--- src/pkg/bio_pkg.sv ---
package bio_pkg;
  localparam int BIO_PINS = 8;
  localparam logic [7:0] BIO_OFS_DIRLVL = 8'h00;
  localparam logic [7:0] BIO_OFS_ACTION = 8'h04;
  localparam logic [7:0] BIO_OFS_FLAGS = 8'h08;
  localparam logic [7:0] BIO_OFS_CONFIG = 8'h0C;
  localparam logic [7:0] BIO_OFS_IRQ_STAT = 8'h10;
  localparam logic [7:0] BIO_OFS_IRQ_EN = 8'h14;
  localparam logic [7:0] BIO_OFS_IRQ_CLR = 8'h18;
  localparam int BIO_DIR_LSB = 8;
  localparam int BIO_SEL_LSB = 8;
  localparam int BIO_FLAG_ALLT = 0;
  localparam int BIO_FLAG_ALLF = 1;
  localparam int BIO_FLAG_SOMET = 2;
  localparam int BIO_FLAG_SOMEF = 3;
  localparam int BIO_CFG_UPPER = 0;
  localparam int BIO_CFG_LOWER = 1;
  localparam logic [1:0] BIO_RESP_OKAY = 2'h0;
  localparam logic [1:0] BIO_RESP_SLVERR = 2'h2;
  typedef enum logic [2:0] {
    BIO_W_IDLE = 3'b001,
    BIO_W_RESP = 3'b010,
    BIO_W_HOLD = 3'b100
  } bio_wstate_e;
endpackage : bio_pkg

--- src/logic/bio_irq.sv ---
`timescale 1ns/100ps
`default_nettype none
module bio_irq
  import bio_pkg::*;
#(
  parameter int N = 4
) (
  input wire logic mclk_i,
  input wire logic sys_rst_i,
  input wire logic [N-1:0] event_i,
  input wire logic [N-1:0] clr_i,
  input wire logic en_wr_i,
  input wire logic [N-1:0] en_din_i,
  output logic [N-1:0] stat_o,
  output logic [N-1:0] en_o,
  output logic irq_o
);
  initial begin
    if (N < 1) $error("bio_irq needs at least one event");
  end
  // set beats clear in the same cycle
  always_ff @(posedge mclk_i) begin
    if (sys_rst_i) stat_o <= '0;
    else stat_o <= (stat_o & ~clr_i) | event_i;
  end
  always_ff @(posedge mclk_i) begin
    if (sys_rst_i) en_o <= '0;
    else if (en_wr_i) en_o <= en_din_i;
  end
  assign irq_o = |(stat_o & en_o);
endmodule : bio_irq
`default_nettype wire

--- src/logic/bio_pin_cell.sv ---
`timescale 1ns/100ps
`default_nettype none
module bio_pin_cell
  import bio_pkg::*;
(
  input wire logic mclk_i,
  input wire logic sys_rst_i,
  input wire logic dir_i,
  input wire logic sel_i,
  input wire logic pat_i,
  input wire logic act_i,
  input wire logic level_i,
  output logic out_o,
  output logic tested_o,
  output logic true_o
);
  // output latch updated only on an action write to an output pin
  always_ff @(posedge mclk_i) begin
    if (sys_rst_i) begin
      out_o <= 1'b0;
    end else if (act_i && dir_i) begin
      case ({sel_i, pat_i})
        2'b00: out_o <= 1'b0;
        2'b01: out_o <= 1'b1;
        2'b10: out_o <= out_o;
        default: out_o <= ~out_o;
      endcase
    end
  end
  assign tested_o = ~dir_i & sel_i;
  assign true_o = (level_i == pat_i);
endmodule : bio_pin_cell
`default_nettype wire

--- src/logic/bio_port.sv ---
`timescale 1ns/100ps
`default_nettype none
module bio_port
  import bio_pkg::*;
#(
  parameter int PINS = BIO_PINS
) (
  input wire logic mclk_i,
  input wire logic sys_rst_i,
  input wire logic [7:0] s_axi_awaddr,
  input wire logic s_axi_awvalid,
  output logic s_axi_awready,
  input wire logic [31:0] s_axi_wdata,
  input wire logic [3:0] s_axi_wstrb,
  input wire logic s_axi_wvalid,
  output logic s_axi_wready,
  output logic [1:0] s_axi_bresp,
  output logic s_axi_bvalid,
  input wire logic s_axi_bready,
  input wire logic [7:0] s_axi_araddr,
  input wire logic s_axi_arvalid,
  output logic s_axi_arready,
  output logic [31:0] s_axi_rdata,
  output logic [1:0] s_axi_rresp,
  output logic s_axi_rvalid,
  input wire logic s_axi_rready,
  input wire logic [PINS-1:0] pin_i,
  output logic [PINS-1:0] pin_o,
  output logic [PINS-1:0] pin_oe_o,
  output logic [3:0] flags_o,
  output logic upper_pins_enable_o,
  output logic second_serial_select_o,
  output logic irq_o
);
  initial begin
    if (PINS != 8) $error("bio_port serves exactly eight pins");
  end

  logic [7:0] pin_direction;
  logic [7:0] action_select;
  logic [7:0] action_pattern;
  logic [1:0] io_config;
  logic action_strobe;
  logic [7:0] pin_level;
  logic [7:0] cell_out;
  logic [7:0] cell_tested;
  logic [7:0] cell_true;
  logic [7:0] pin_route;
  logic [3:0] next_flags;
  logic flags_primed;
  logic [3:0] flag_rise;
  logic [3:0] irq_stat;
  logic [3:0] irq_en;
  logic [3:0] irq_clr;
  logic irq_en_wr;

  // write channel state
  bio_wstate_e wstate;
  logic aw_held;
  logic w_held;
  logic [7:0] aw_addr;
  logic [31:0] w_data;
  logic [3:0] w_strb;
  logic wr_go;

  // routing to package pins
  assign pin_route = {{4{io_config[BIO_CFG_UPPER]}}, {4{io_config[BIO_CFG_LOWER]}}};
  assign upper_pins_enable_o = io_config[BIO_CFG_UPPER];
  assign second_serial_select_o = io_config[BIO_CFG_LOWER];
  // unrouted input pins read low, unrouted output pins read their latch; unrouted pins are never driven
  assign pin_level = pin_i & pin_route & ~pin_direction | cell_out & pin_direction;

  genvar g;
  generate
    for (g = 0; g < PINS; g++) begin : g_pin
      bio_pin_cell u_cell (
        .mclk_i(mclk_i),
        .sys_rst_i(sys_rst_i),
        .dir_i(pin_direction[g]),
        .sel_i(action_select[g]),
        .pat_i(action_pattern[g]),
        .act_i(action_strobe),
        .level_i(pin_level[g]),
        .out_o(cell_out[g]),
        .tested_o(cell_tested[g]),
        .true_o(cell_true[g])
      );
    end
  endgenerate

  assign pin_o = cell_out & pin_route;
  assign pin_oe_o = pin_direction & pin_route;

  // flags evaluated from the current pin test; empty test set gives all-true
  always_comb begin
    next_flags = '0;
    next_flags[BIO_FLAG_ALLT] = &(~cell_tested | cell_true);
    next_flags[BIO_FLAG_ALLF] = &(~cell_tested | ~cell_true);
    next_flags[BIO_FLAG_SOMET] = |(cell_tested & cell_true);
    next_flags[BIO_FLAG_SOMEF] = |(cell_tested & ~cell_true);
  end

  always_ff @(posedge mclk_i) begin
    if (sys_rst_i) flags_o <= '0;
    else flags_o <= next_flags;
  end

  // flags reset low though an empty test reads all-true: no edge on first capture
  always_ff @(posedge mclk_i) begin
    if (sys_rst_i) flags_primed <= 1'b0;
    else flags_primed <= 1'b1;
  end
  assign flag_rise = flags_primed ? (next_flags & ~flags_o) : 4'h0;

  // write path: address and data accepted in either order
  assign s_axi_awready = (wstate == BIO_W_IDLE) && !aw_held;
  assign s_axi_wready = (wstate == BIO_W_IDLE) && !w_held;
  assign wr_go = (wstate == BIO_W_IDLE) && (aw_held || s_axi_awvalid) && (w_held || s_axi_wvalid);

  always_ff @(posedge mclk_i) begin
    if (sys_rst_i) begin
      aw_held <= 1'b0;
      aw_addr <= '0;
    end else if (wr_go) begin
      aw_held <= 1'b0;
    end else if (s_axi_awvalid && s_axi_awready) begin
      aw_held <= 1'b1;
      aw_addr <= s_axi_awaddr;
    end
  end

  always_ff @(posedge mclk_i) begin
    if (sys_rst_i) begin
      w_held <= 1'b0;
      w_data <= '0;
      w_strb <= '0;
    end else if (wr_go) begin
      w_held <= 1'b0;
    end else if (s_axi_wvalid && s_axi_wready) begin
      w_held <= 1'b1;
      w_data <= s_axi_wdata;
      w_strb <= s_axi_wstrb;
    end
  end

  logic [7:0] wa;
  logic [31:0] wd;
  logic [3:0] ws;
  logic wa_known;
  assign wa = aw_held ? aw_addr : s_axi_awaddr;
  assign wd = w_held ? w_data : s_axi_wdata;
  assign ws = w_held ? w_strb : s_axi_wstrb;
  always_comb begin
    case (wa)
      BIO_OFS_DIRLVL, BIO_OFS_ACTION, BIO_OFS_FLAGS, BIO_OFS_CONFIG,
      BIO_OFS_IRQ_STAT, BIO_OFS_IRQ_EN, BIO_OFS_IRQ_CLR: wa_known = 1'b1;
      default: wa_known = 1'b0;
    endcase
  end

  always_ff @(posedge mclk_i) begin
    if (sys_rst_i) begin
      wstate <= BIO_W_IDLE;
      s_axi_bvalid <= 1'b0;
      s_axi_bresp <= BIO_RESP_OKAY;
    end else begin
      case (wstate)
        BIO_W_IDLE: begin
          if (wr_go) begin
            wstate <= BIO_W_RESP;
            s_axi_bvalid <= 1'b1;
            s_axi_bresp <= wa_known ? BIO_RESP_OKAY : BIO_RESP_SLVERR;
          end
        end
        BIO_W_RESP: begin
          if (s_axi_bready) begin
            wstate <= BIO_W_IDLE;
            s_axi_bvalid <= 1'b0;
          end
        end
        default: begin
          wstate <= BIO_W_IDLE;
          s_axi_bvalid <= 1'b0;
        end
      endcase
    end
  end

  // direction in the upper byte; lower byte is read-only levels
  always_ff @(posedge mclk_i) begin
    if (sys_rst_i) pin_direction <= '0;
    else if (wr_go && wa == BIO_OFS_DIRLVL && ws[1])
      pin_direction <= wd[BIO_DIR_LSB +: 8];
  end

  // action register write also fires the per-pin action
  always_ff @(posedge mclk_i) begin
    if (sys_rst_i) begin
      action_select <= '0;
      action_pattern <= '0;
    end else if (wr_go && wa == BIO_OFS_ACTION) begin
      if (ws[0]) action_pattern <= wd[7:0];
      if (ws[1]) action_select <= wd[BIO_SEL_LSB +: 8];
    end
  end

  always_ff @(posedge mclk_i) begin
    if (sys_rst_i) action_strobe <= 1'b0;
    else action_strobe <= wr_go && wa == BIO_OFS_ACTION && ws[1:0] != 2'h0;
  end

  always_ff @(posedge mclk_i) begin
    if (sys_rst_i) io_config <= '0;
    else if (wr_go && wa == BIO_OFS_CONFIG && ws[0]) io_config <= wd[1:0];
  end

  assign irq_en_wr = wr_go && wa == BIO_OFS_IRQ_EN && ws[0];
  assign irq_clr = (wr_go && wa == BIO_OFS_IRQ_CLR && ws[0]) ? wd[3:0] : 4'h0;

  // events are rising edges of the four test flags
  bio_irq #(.N(4)) u_irq (
    .mclk_i(mclk_i),
    .sys_rst_i(sys_rst_i),
    .event_i(flag_rise),
    .clr_i(irq_clr),
    .en_wr_i(irq_en_wr),
    .en_din_i(wd[3:0]),
    .stat_o(irq_stat),
    .en_o(irq_en),
    .irq_o(irq_o)
  );

  // read path: one read at a time, answer one cycle after address
  assign s_axi_arready = !s_axi_rvalid;
  always_ff @(posedge mclk_i) begin
    if (sys_rst_i) begin
      s_axi_rvalid <= 1'b0;
      s_axi_rdata <= '0;
      s_axi_rresp <= BIO_RESP_OKAY;
    end else if (s_axi_arvalid && s_axi_arready) begin
      s_axi_rvalid <= 1'b1;
      s_axi_rresp <= BIO_RESP_OKAY;
      case (s_axi_araddr)
        BIO_OFS_DIRLVL: s_axi_rdata <= {16'h0000, pin_direction, pin_level};
        BIO_OFS_ACTION: s_axi_rdata <= {16'h0000, action_select, action_pattern};
        BIO_OFS_FLAGS: s_axi_rdata <= {28'h0000000, flags_o};
        BIO_OFS_CONFIG: s_axi_rdata <= {30'h0000000, io_config};
        BIO_OFS_IRQ_STAT: s_axi_rdata <= {28'h0000000, irq_stat};
        BIO_OFS_IRQ_EN: s_axi_rdata <= {28'h0000000, irq_en};
        BIO_OFS_IRQ_CLR: s_axi_rdata <= 32'h00000000;
        default: begin
          s_axi_rdata <= 32'h00000000;
          s_axi_rresp <= BIO_RESP_SLVERR;
        end
      endcase
    end else if (s_axi_rready) begin
      s_axi_rvalid <= 1'b0;
    end
  end
endmodule : bio_port
`default_nettype wire

--- config.mk ---
export PLATFORM = sky130hd
export DESIGN_NAME = bio_port
export DESIGN_NICKNAME = d
export VERILOG_FILES = /design/src/pkg/bio_pkg.sv /design/src/logic/bio_irq.sv /design/src/logic/bio_pin_cell.sv /design/src/logic/bio_port.sv
export SDC_FILE = /design/constraint.sdc
export NUM_CORES = 1
export LEC_CHECK = 0
export CORE_MARGIN = 2
export CORE_UTILIZATION = 50
export CTS_BUF_LIST = sky130_fd_sc_hd__clkbuf_16
export DETAILED_ROUTE_END_ITERATION = 6
export DONT_BUFFER_PORTS = 1
export GPL_ROUTABILITY_DRIVEN = 0
export PLACE_DENSITY_LB_ADDON = 0.2
export SLEW_MARGIN = 30
export SYNTH_ARGS = -nofsm -noshare
export SYNTH_HDL_FRONTEND = slang
export SYNTH_SLANG_ARGS = --single-unit
export TNS_END_PERCENT = 1
--- constraint.sdc ---
create_clock -name mclk_i -period 2.14 [get_ports mclk_i]
set_input_delay 0.107 -clock mclk_i [delete_from_list [all_inputs] [get_ports mclk_i]]
set_output_delay 0.107 -clock mclk_i [all_outputs]
set_load 0.05 [all_outputs]
==> results of run 1 <==
==> cells in the mapped netlist, drive strengths merged (7+ instances only) <==
master,instances,area (um^2)
a211oi,21,158
a21oi,14,70.1
a22oi,20,150
and2,20,125
buf,27,190
clkbuf,19,71.3
dfxtp,97,1940
inv,14,52.6
mux2,15,169
mux2i,59,591
nand2,43,161
nor2,90,338
nor2b,9,56.3
nor3,11,71.3
nor4,7,95.1
o21ai,28,140
xor2,8,70.1
==> flip-flops by register name, summed over array words and instances, names as in the netlist, 8 cells and up <==
register and cells:
w_data 16, action_select 8, action_pattern 8, s_axi_rdata 16, aw_addr 8, pin_direction 8
g_pin.u_cell.out_o 8
==> metal layers <==
layer  track usage, %  vias up  share of wire [%]
met3             4.27        9                6.8
met1             30.7     1872                 46
li1                 -     1995                  -
met5                0        -                  0
met4             5.77        0               0.86
met2             35.9      131                 46
==> worst max-delay path by stage <==
| stage | start | end | cells after the start |
|---|---|---|---|
| finish | w_held | action_pattern[3] | 5 |
| global route | w_held | action_pattern[3] | 5 |
| detailed placement | aw_held | action_pattern[3] | 5 |
| floorplan | s_axi_rvalid | s_axi_rdata[10] | 6 |
| CTS | aw_held | action_pattern[3] | 5 |
| global placement | aw_held | action_pattern[3] | 5 |
==> where the power goes <==
part | total (mW) | internal, mW | leakage (nW) | switching [mW]
registers | 1.93 | 1.86 | 0.787 | 0.0731
logic | 0.567 | 0.214 | 1.23 | 0.353
clock network | 1.65 | 0.919 | 0.142 | 0.726
total | 4.14 | 2.99 | 2.16 | 1.15
==> repair_timing <==
action | 4_1_cts | 5_1_grt
gates resized for setup | 0 | 2
buffers inserted | 0 | 0
hold buffers | 36 | 0
endpoints found under the setup margin | 0 | 3
endpoints found under the hold margin | 87 | 0
==> worst max-delay path, delay by kind of cell, from the launching register on <==
family	cells	cell delay, ns
and+or+nand+nor	3	0.80
muxes	2	0.52
DFF	1	0.55
==> per-stage QoR <==
stage          area [um^2]  hold slack, ns
2_1_floorplan         4940           0.206
3_3_place_gp          4990           0.185
3_5_place_dp          4990           0.187
4_1_cts               5680         0.00101
5_1_grt               5680          0.0221
6_report              5680          0.0130
==> kinds of logic after synthesis <==
logic type,count (synthesis),share of synthesized area [%]
mux,76,16.5
buf+inv,60,6.44
xor+xnor,8,1.44
compound gates,106,14.9
simple gates,205,20.9
other cells,1,0.0769
flops,97,39.8
==> layout make-up <==
type	count	share of cell area (%)
sequential	97	34.2
timing repair buffer	56	9.29
clock inverter	7	1.37
multi-input combinational	413	47.3
inverter	14	0.925
clock buffer	9	3.96
tap	133	2.93
==> qor.csv, run 1 <==
metric,value,unit
status,completed,
dieHeight,103,um
finalCriticalPeriod,2.01,ns
slew_headroom,52.1,%
numCtsBuffers,9,
synth_cell_types,45,
finalCritPeriodShare,93.8,%
critPathMaxFanout,9,
antenna_found_initial,0,
r2r_slack,0.13,ns
htree_levels,3,
worstPathRequired,2.36,ns
finalPower,4.14,mW
grt_max_degree,86,
slew_violations,0,
whs_path_depth,3,
drc_errors,0,
async_flop_share,0,%
rsz0062_at_grt,no,
clk_path_buf_depth,2,
min_path_type,in -> reg,
instances_no_fill,729,
vias,4007,
avgViaCountPerCell,5.50,
power.density,729,mW/mm^2
synth-edff-count,0,
final_common_cell,dfxtp_1,
mappedNetlistArea,0.00488,mm^2
synthCells,553,
initial_core_util,50.6,%
min-delay-start,s_axi_araddr[3],
wire_per_inst,16.2,um
portBuffers,0,
crit_arrival,2.23,ns
row_count,36,
core_area,0.00964,mm^2
dieWidth,103,um
slowest_stage,dfxtp_1,
r2r_cells,5,
ys_seq_area_share,39.8,%
io_pins,131,
seq_area,0.00194,mm^2
finalHoldViolCount,0,
fin_tns_setup,0,ns
worstSetupEndpointType,flip-flop,
die_area,0.0106,mm^2
mostFrequentLayoutCells,"dfxtp_1 (96), nor2_1 (90), mux2i_1 (59)",
p_leak,2.16,nW
ys.warnings.count,0,
grt_pass1_wl,18.3,mm
root_buffer,clkbuf_16,
fin_ws,0.132,ns
max_freq,0.498,GHz
layout-drive-gt1-share,10.7,%
finClkSkew,0.00829,ns
clkSlewWorstSetupHoldPaths,0.07,ns
multi_input_area,0.00269,mm^2
crit_type,reg -> reg,
grt_pass1_vias,3665,
timing.rr.start,w_held,
irDropWorstVdd,0.406,mV
post-dp-hpwl,8.22,mm
clock_sinks,97,
wl,11.8,mm
critPathLaunchType,flip-flop,
grt.overflow.total,0,
tightestPinTransition,0.708,ns
dp_slack,0.194,ns
dr.pass1.iters,5,
final.fill_count,884,
ys_ff_latch,97,
setup_viol,0,
worstHoldEndpoint,s_axi_rdata[1],
nets,658,
cp_slowest_stage_delay,0.55,ns
post-route-util,58.9,%
syn_avg_cell_area,8.82,um^2
path_cells,mux2_2 > nand4_1 > nor3_4 > mux2i_1 > nor2_1,
place_inst,677,
rr_endpoint,action_pattern[3],
drtAntennaViolNets,0,
synth_ff_type,dfxtp_1,
grt_usage,22.2,%
n_antenna_cell,0,
syn2layout_area_growth,16.5,%
cap_violations,0,
drt_iter0_drc,142,
clkLatencyLatePin,0.34,ns
cts_tree,done,
Note: power is estimated with default switching activity, not from simulation.
==> run 2: changes to the inputs <==
Settings changed: CORE_MARGIN 2 to default.
==> qor.csv, run 2 (synthesized netlist as in run 1, its figures left out) <==
metric,value,unit,change
dieWidth,101,um,-1.9%
core_area,0.00933,mm^2,-3.2%
dieHeight,101,um,-1.9%
clkLatencyLatePin,0.34,ns,about the same
worstPathRequired,2.37,ns,about the same
clock_sinks,97,,unchanged
initial_core_util,52.3,%,+1.7 points
finalPower,4.15,mW,about the same
nets,659,,+0.15%
power.density,730,mW/mm^2,about the same
finalCritPeriodShare,90.4,%,-3.5 points
finClkSkew,0.00619,ns,-0.00210 ns
tightestPinTransition,0.779,ns,+0.0708 ns
path_cells,buf_4 > nor2_1 > a32oi_4 > nor3_1 > nand3_1 > a32o_1,,
grt_usage,23.6,%,+1.4 points
swShare,27.8,%,about the same
wl,11.6,mm,-1.5%
layout-drive-gt1-share,10.9,%,+0.15 points
slew_violations,0,,unchanged
clkSlewWorstSetupHoldPaths,0.07,ns,about the same
dp_slack,0.234,ns,+0.0395 ns
finalHoldViolCount,0,,unchanged
io_pins,131,,unchanged
grt_max_degree,86,,unchanged
drc_errors,0,,unchanged
crit_arrival,2.16,ns,-0.07 ns
antenna_found_initial,0,,unchanged
vias,3981,,-0.65%
drt_iter0_drc,151,,+6.3%
root_buffer,clkbuf_16,,
clockPowerShare,39.8,%,about the same
final_common_cell,dfxtp_1,,
critPathMaxFanout,9,,unchanged
slowest_stage,nor3_1,,
crit_buf_inv,1,,+1
die_area,0.0102,mm^2,-3.9%
cap_violations,0,,unchanged
irDropWorstVdd,0.436,mV,+7.4%
max_freq,0.517,GHz,+3.9%
rsz0062_at_grt,no,,
power_frac_seq,46.5,%,about the same
p_leak,2.17,nW,+0.35%
wire_per_inst,16.0,um,-1.1%
fin_ws,0.206,ns,+0.0745 ns
cts_tree,done,,
comb_power_share,13.7,%,about the same
crit_type,reg -> reg,,
post_cts_buffers,0,,unchanged
fin_tns_setup,0,ns,unchanged
dr.pass1.iters,5,,unchanged
avgViaCountPerCell,5.48,,-0.24%
status,completed,,
p_sw,1.15,mW,+0.10%
syn2layout_area_growth,16.6,%,about the same
grt_pass1_wl,18.8,mm,+2.9%
drtAntennaViolNets,0,,unchanged
portBuffers,0,,unchanged
post-route-util,60.9,%,+2.0 points
grt.overflow.total,0,,unchanged
slew_headroom,47.3,%,-4.8 points
top_regs,"s_axi_rdata x16, w_data x16",,
numCtsBuffers,9,,unchanged
grt_pass1_vias,3777,,+3.1%
htree_levels,3,,unchanged
n_antenna_cell,0,,unchanged
p_int,2.99,mW,about the same
clk_path_buf_depth,2,,unchanged
cp_top_family,simple AND/OR/NAND/NOR gates,,
finalCriticalPeriod,1.93,ns,-0.0745 ns
worstSetupEndpointType,flip-flop,,
critPathLaunchType,flip-flop,,
post-dp-hpwl,8.16,mm,-0.77%
mostFrequentLayoutCells,"dfxtp_1 (97), nor2_1 (90), mux2i_1 (59)",,
min_path_type,in -> reg,,
cp_slowest_stage_delay,0.45,ns,-0.10 ns
row_count,35,,-2.8%
setup_viol,0,,unchanged
run 2: changes by cell type in the layout (fill, tap and decap cells not counted), sizes merged:
cell | before | now
buf | 21 | 22
clkinv | 1 | 2
inv | 17 | 16
run 2: cell type report:
class | count | area [um^2]
Multi-Input combinational cell | 413 | 2690
Fill cell | 861 | 3640
Timing Repair Buffer | 57 | 536
Clock buffer | 9 | 225
Sequential cell | 97 | 1940
Clock inverter | 7 | 78.8
Inverter | 14 | 52.6
Tap cell | 129 | 161
run 2: worst paths after layout:
check                                     from                end  slack, ns  cells past startpoint
worst max register to register         aw_held    u_irq.stat_o[0]       0.21                      6
worst min-delay path            s_axi_wdata[7]  action_pattern[7]       0.01                      2
worst max-delay path                   aw_held    u_irq.stat_o[0]       0.21                      6
worst min register to register       w_data[3]          w_data[3]       0.49                      2
run 2: worst reg2reg max path, stage by stage, from the launching register on:
cell and delay (ns):
dfxtp_1 0.39, buf_4 0.20, nor2_1 0.18, a32oi_4 0.16, nor3_1 0.45, nand3_1 0.16
a32o_1 0.29
run 2: metrics by stage:
step / cells / instance area (um^2) / hold slack [ns]
after global placement: 674 / 5000 / 0.192
after CTS: 726 / 5680 / 0.00354
after detailed placement: 674 / 5000 / 0.189
after global routing: 726 / 5680 / 0.0251
final: 726 / 5680 / 0.0103
after floorplan: 570 / 4940 / 0.206
run 2: power groups by stage:
stage	Clock, mW	Sequential (mW)	Combinational (mW)
after global routing	1.76	1.94	0.614
after floorplan	0	1.97	0.440
after detailed placement	0	1.97	0.482
after CTS	1.68	1.93	0.567
after global placement	0	1.97	0.474
final	1.65	1.93	0.569
run 2: repair_timing:
| action | 4_1_cts | 5_1_grt |
|---|---|---|
| endpoints found under the setup margin | 0 | 2 |
| gates resized for setup | 0 | 1 |
| hold endpoints to repair | 87 | 0 |
| hold buffers | 36 | 0 |
run 2: per-layer routing:
layer,wire length (um),track usage (%),part of all wire [%]
met1,5560,32.4,48
met3,706,4.99,6.1
met5,0,0,0
met4,139,5.80,1.2
met2,5220,37.9,45
==> run 3: changes to the inputs <==
Settings changed: CORE_UTILIZATION 50 to 63.
==> qor.csv, run 3 (synthesized netlist as in run 1, its figures left out) <==
metric,value,unit,change
irDropWorstVdd,0.521,mV,+19%
core_area,0.00737,mm^2,-21%
crit_buf_inv,0,,-1
power.density,763,mW/mm^2,+4.6%
wl,11.8,mm,+1.2%
dp_slack,0.118,ns,-0.116 ns
post-route-util,76.6,%,+16 points
seq_area,0.00194,mm^2,about the same
grt.overflow.total,0,,unchanged
dpl_cell_area,0.00495,mm^2,-0.90%
path_cells,nor4_4 > a32oi_4 > nor3_1 > nand3_1 > a32o_1,,
drt_iter0_drc,296,,+96%
grt_usage,29.2,%,+5.6 points
fin_ws,0.188,ns,-0.0186 ns
slew_violations,0,,unchanged
tightestPinTransition,0.699,ns,-0.0808 ns
grt_util_met2,49.2,%,+11 points
finalCriticalPeriod,1.95,ns,+0.0186 ns
portBuffers,0,,unchanged
drtAntennaViolNets,0,,unchanged
io_pins,131,,unchanged
fin_hold_ws,-0.00235,ns,-0.0126 ns
finClkSkew,0.00545,ns,-0.000735 ns
place_inst,643,,-4.6%
numCtsBuffers,9,,unchanged
clkSlewWorstSetupHoldPaths,0.07,ns,about the same
cp_top_family,simple AND/OR/NAND/NOR gates,,
grt_max_degree,86,,unchanged
rsz0062_at_grt,no,,
cts_tree,done,,
instances_no_fill,693,,-4.5%
crit_type,reg -> reg,,
clkLatencyLatePin,0.34,ns,about the same
drc_errors,0,,unchanged
max_freq,0.512,GHz,-0.95%
avgViaCountPerCell,6.03,,+10%
vias,4180,,+5.0%
cp_slowest_stage_delay,0.46,ns,about the same
p_leak,2.17,nW,+0.17%
mostFrequentLayoutCells,"dfxtp_1 (96), nor2_1 (90), mux2i_1 (59)",,
gr-usage-met3,5.58,%,+0.59 points
gr-usage-met1,38.0,%,+5.7 points
top_regs,"s_axi_rdata x16, w_data x16",,
worstSetupEndpointType,flip-flop,,
antenna_found_initial,0,,unchanged
final.fill_count,520,,-40%
htree_levels,3,,unchanged
busiest_layer,met2,,
crit_arrival,2.19,ns,+0.03 ns
post-dp-hpwl,7.76,mm,-4.9%
critPathMaxFanout,9,,unchanged
syn2layout_area_growth,15.8,%,
finalHoldViolCount,1,,+1
nets,656,,-0.46%
row_count,31,,-11%
slowest_stage,nor3_1,,
layout-drive-gt1-share,10.8,%,-0.11 points
setup_viol,0,,unchanged
wire_per_inst,17.0,um,+6.0%
clk_path_buf_depth,2,,unchanged
finalCritPeriodShare,91.2,%,+0.87 points
cap_violations,0,,unchanged
root_buffer,clkbuf_16,,
min_path_type,in -> reg,,
die_area,0.00810,mm^2,-20%
n_antenna_cell,0,,unchanged
r2r_slack,0.19,ns,-0.02 ns
grt_pass1_wl,19.1,mm,+1.4%
dieWidth,90.0,um,-11%
worstPathRequired,2.38,ns,about the same
clock_sinks,97,,unchanged
post_cts_buffers,0,,unchanged
dr.pass1.iters,5,,unchanged
violations,hold timing,,
status,"finished, violations left",,
final_common_cell,dfxtp_1,,
fin_area,0.00565,mm^2,-0.66%
initial_core_util,66.2,%,+14 points
grt_pass1_vias,3930,,+4.1%
slew_headroom,52.8,%,+5.5 points
critPathLaunchType,flip-flop,,
finalPower,4.31,mW,+3.9%
dieHeight,90.0,um,-11%
fin_tns_setup,0,ns,unchanged
multi_input_area,0.00268,mm^2,-0.19%
-- run 3: worst paths after layout --
path	from	endpoint	depth (start not counted)
setup / recovery	aw_addr[0]	u_irq.stat_o[2]	5
setup reg to reg	aw_addr[0]	u_irq.stat_o[2]	5
hold reg to reg	w_data[6]	w_data[6]	2
hold / removal	s_axi_wdata[5]	action_pattern[5]	2
-- run 3: what timing repair did --
action,in CTS,in global routing
hold endpoints to repair,87,0
setup endpoints to repair,0,32
hold buffers,34,0
gates resized for setup,0,1
-- run 3: routing by layer --
metal / vias up / share of wire (%)
met1: 2011 / 44
met5: - / 0
met3: 16 / 6.4
met4: 0 / 1.4
met2: 158 / 48
li1: 1995 / -
-- run 3: layout make-up --
class | instances | area share [%]
Clock inverter | 7 | 1.95
Tap cell | 99 | 2.19
Timing Repair Buffer | 54 | 9.00
Inverter | 14 | 0.931
Multi-Input combinational cell | 413 | 47.5
Sequential cell | 97 | 34.4
Clock buffer | 9 | 3.99
-- run 3: power breakdown --
part / switching, mW / leakage (nW) / internal (mW)
Sequential: 0.0766 / 0.787 / 1.86
Clock: 0.759 / 0.162 / 1.05
Combinational: 0.352 / 1.22 / 0.211
Total: 1.19 / 2.17 / 3.12
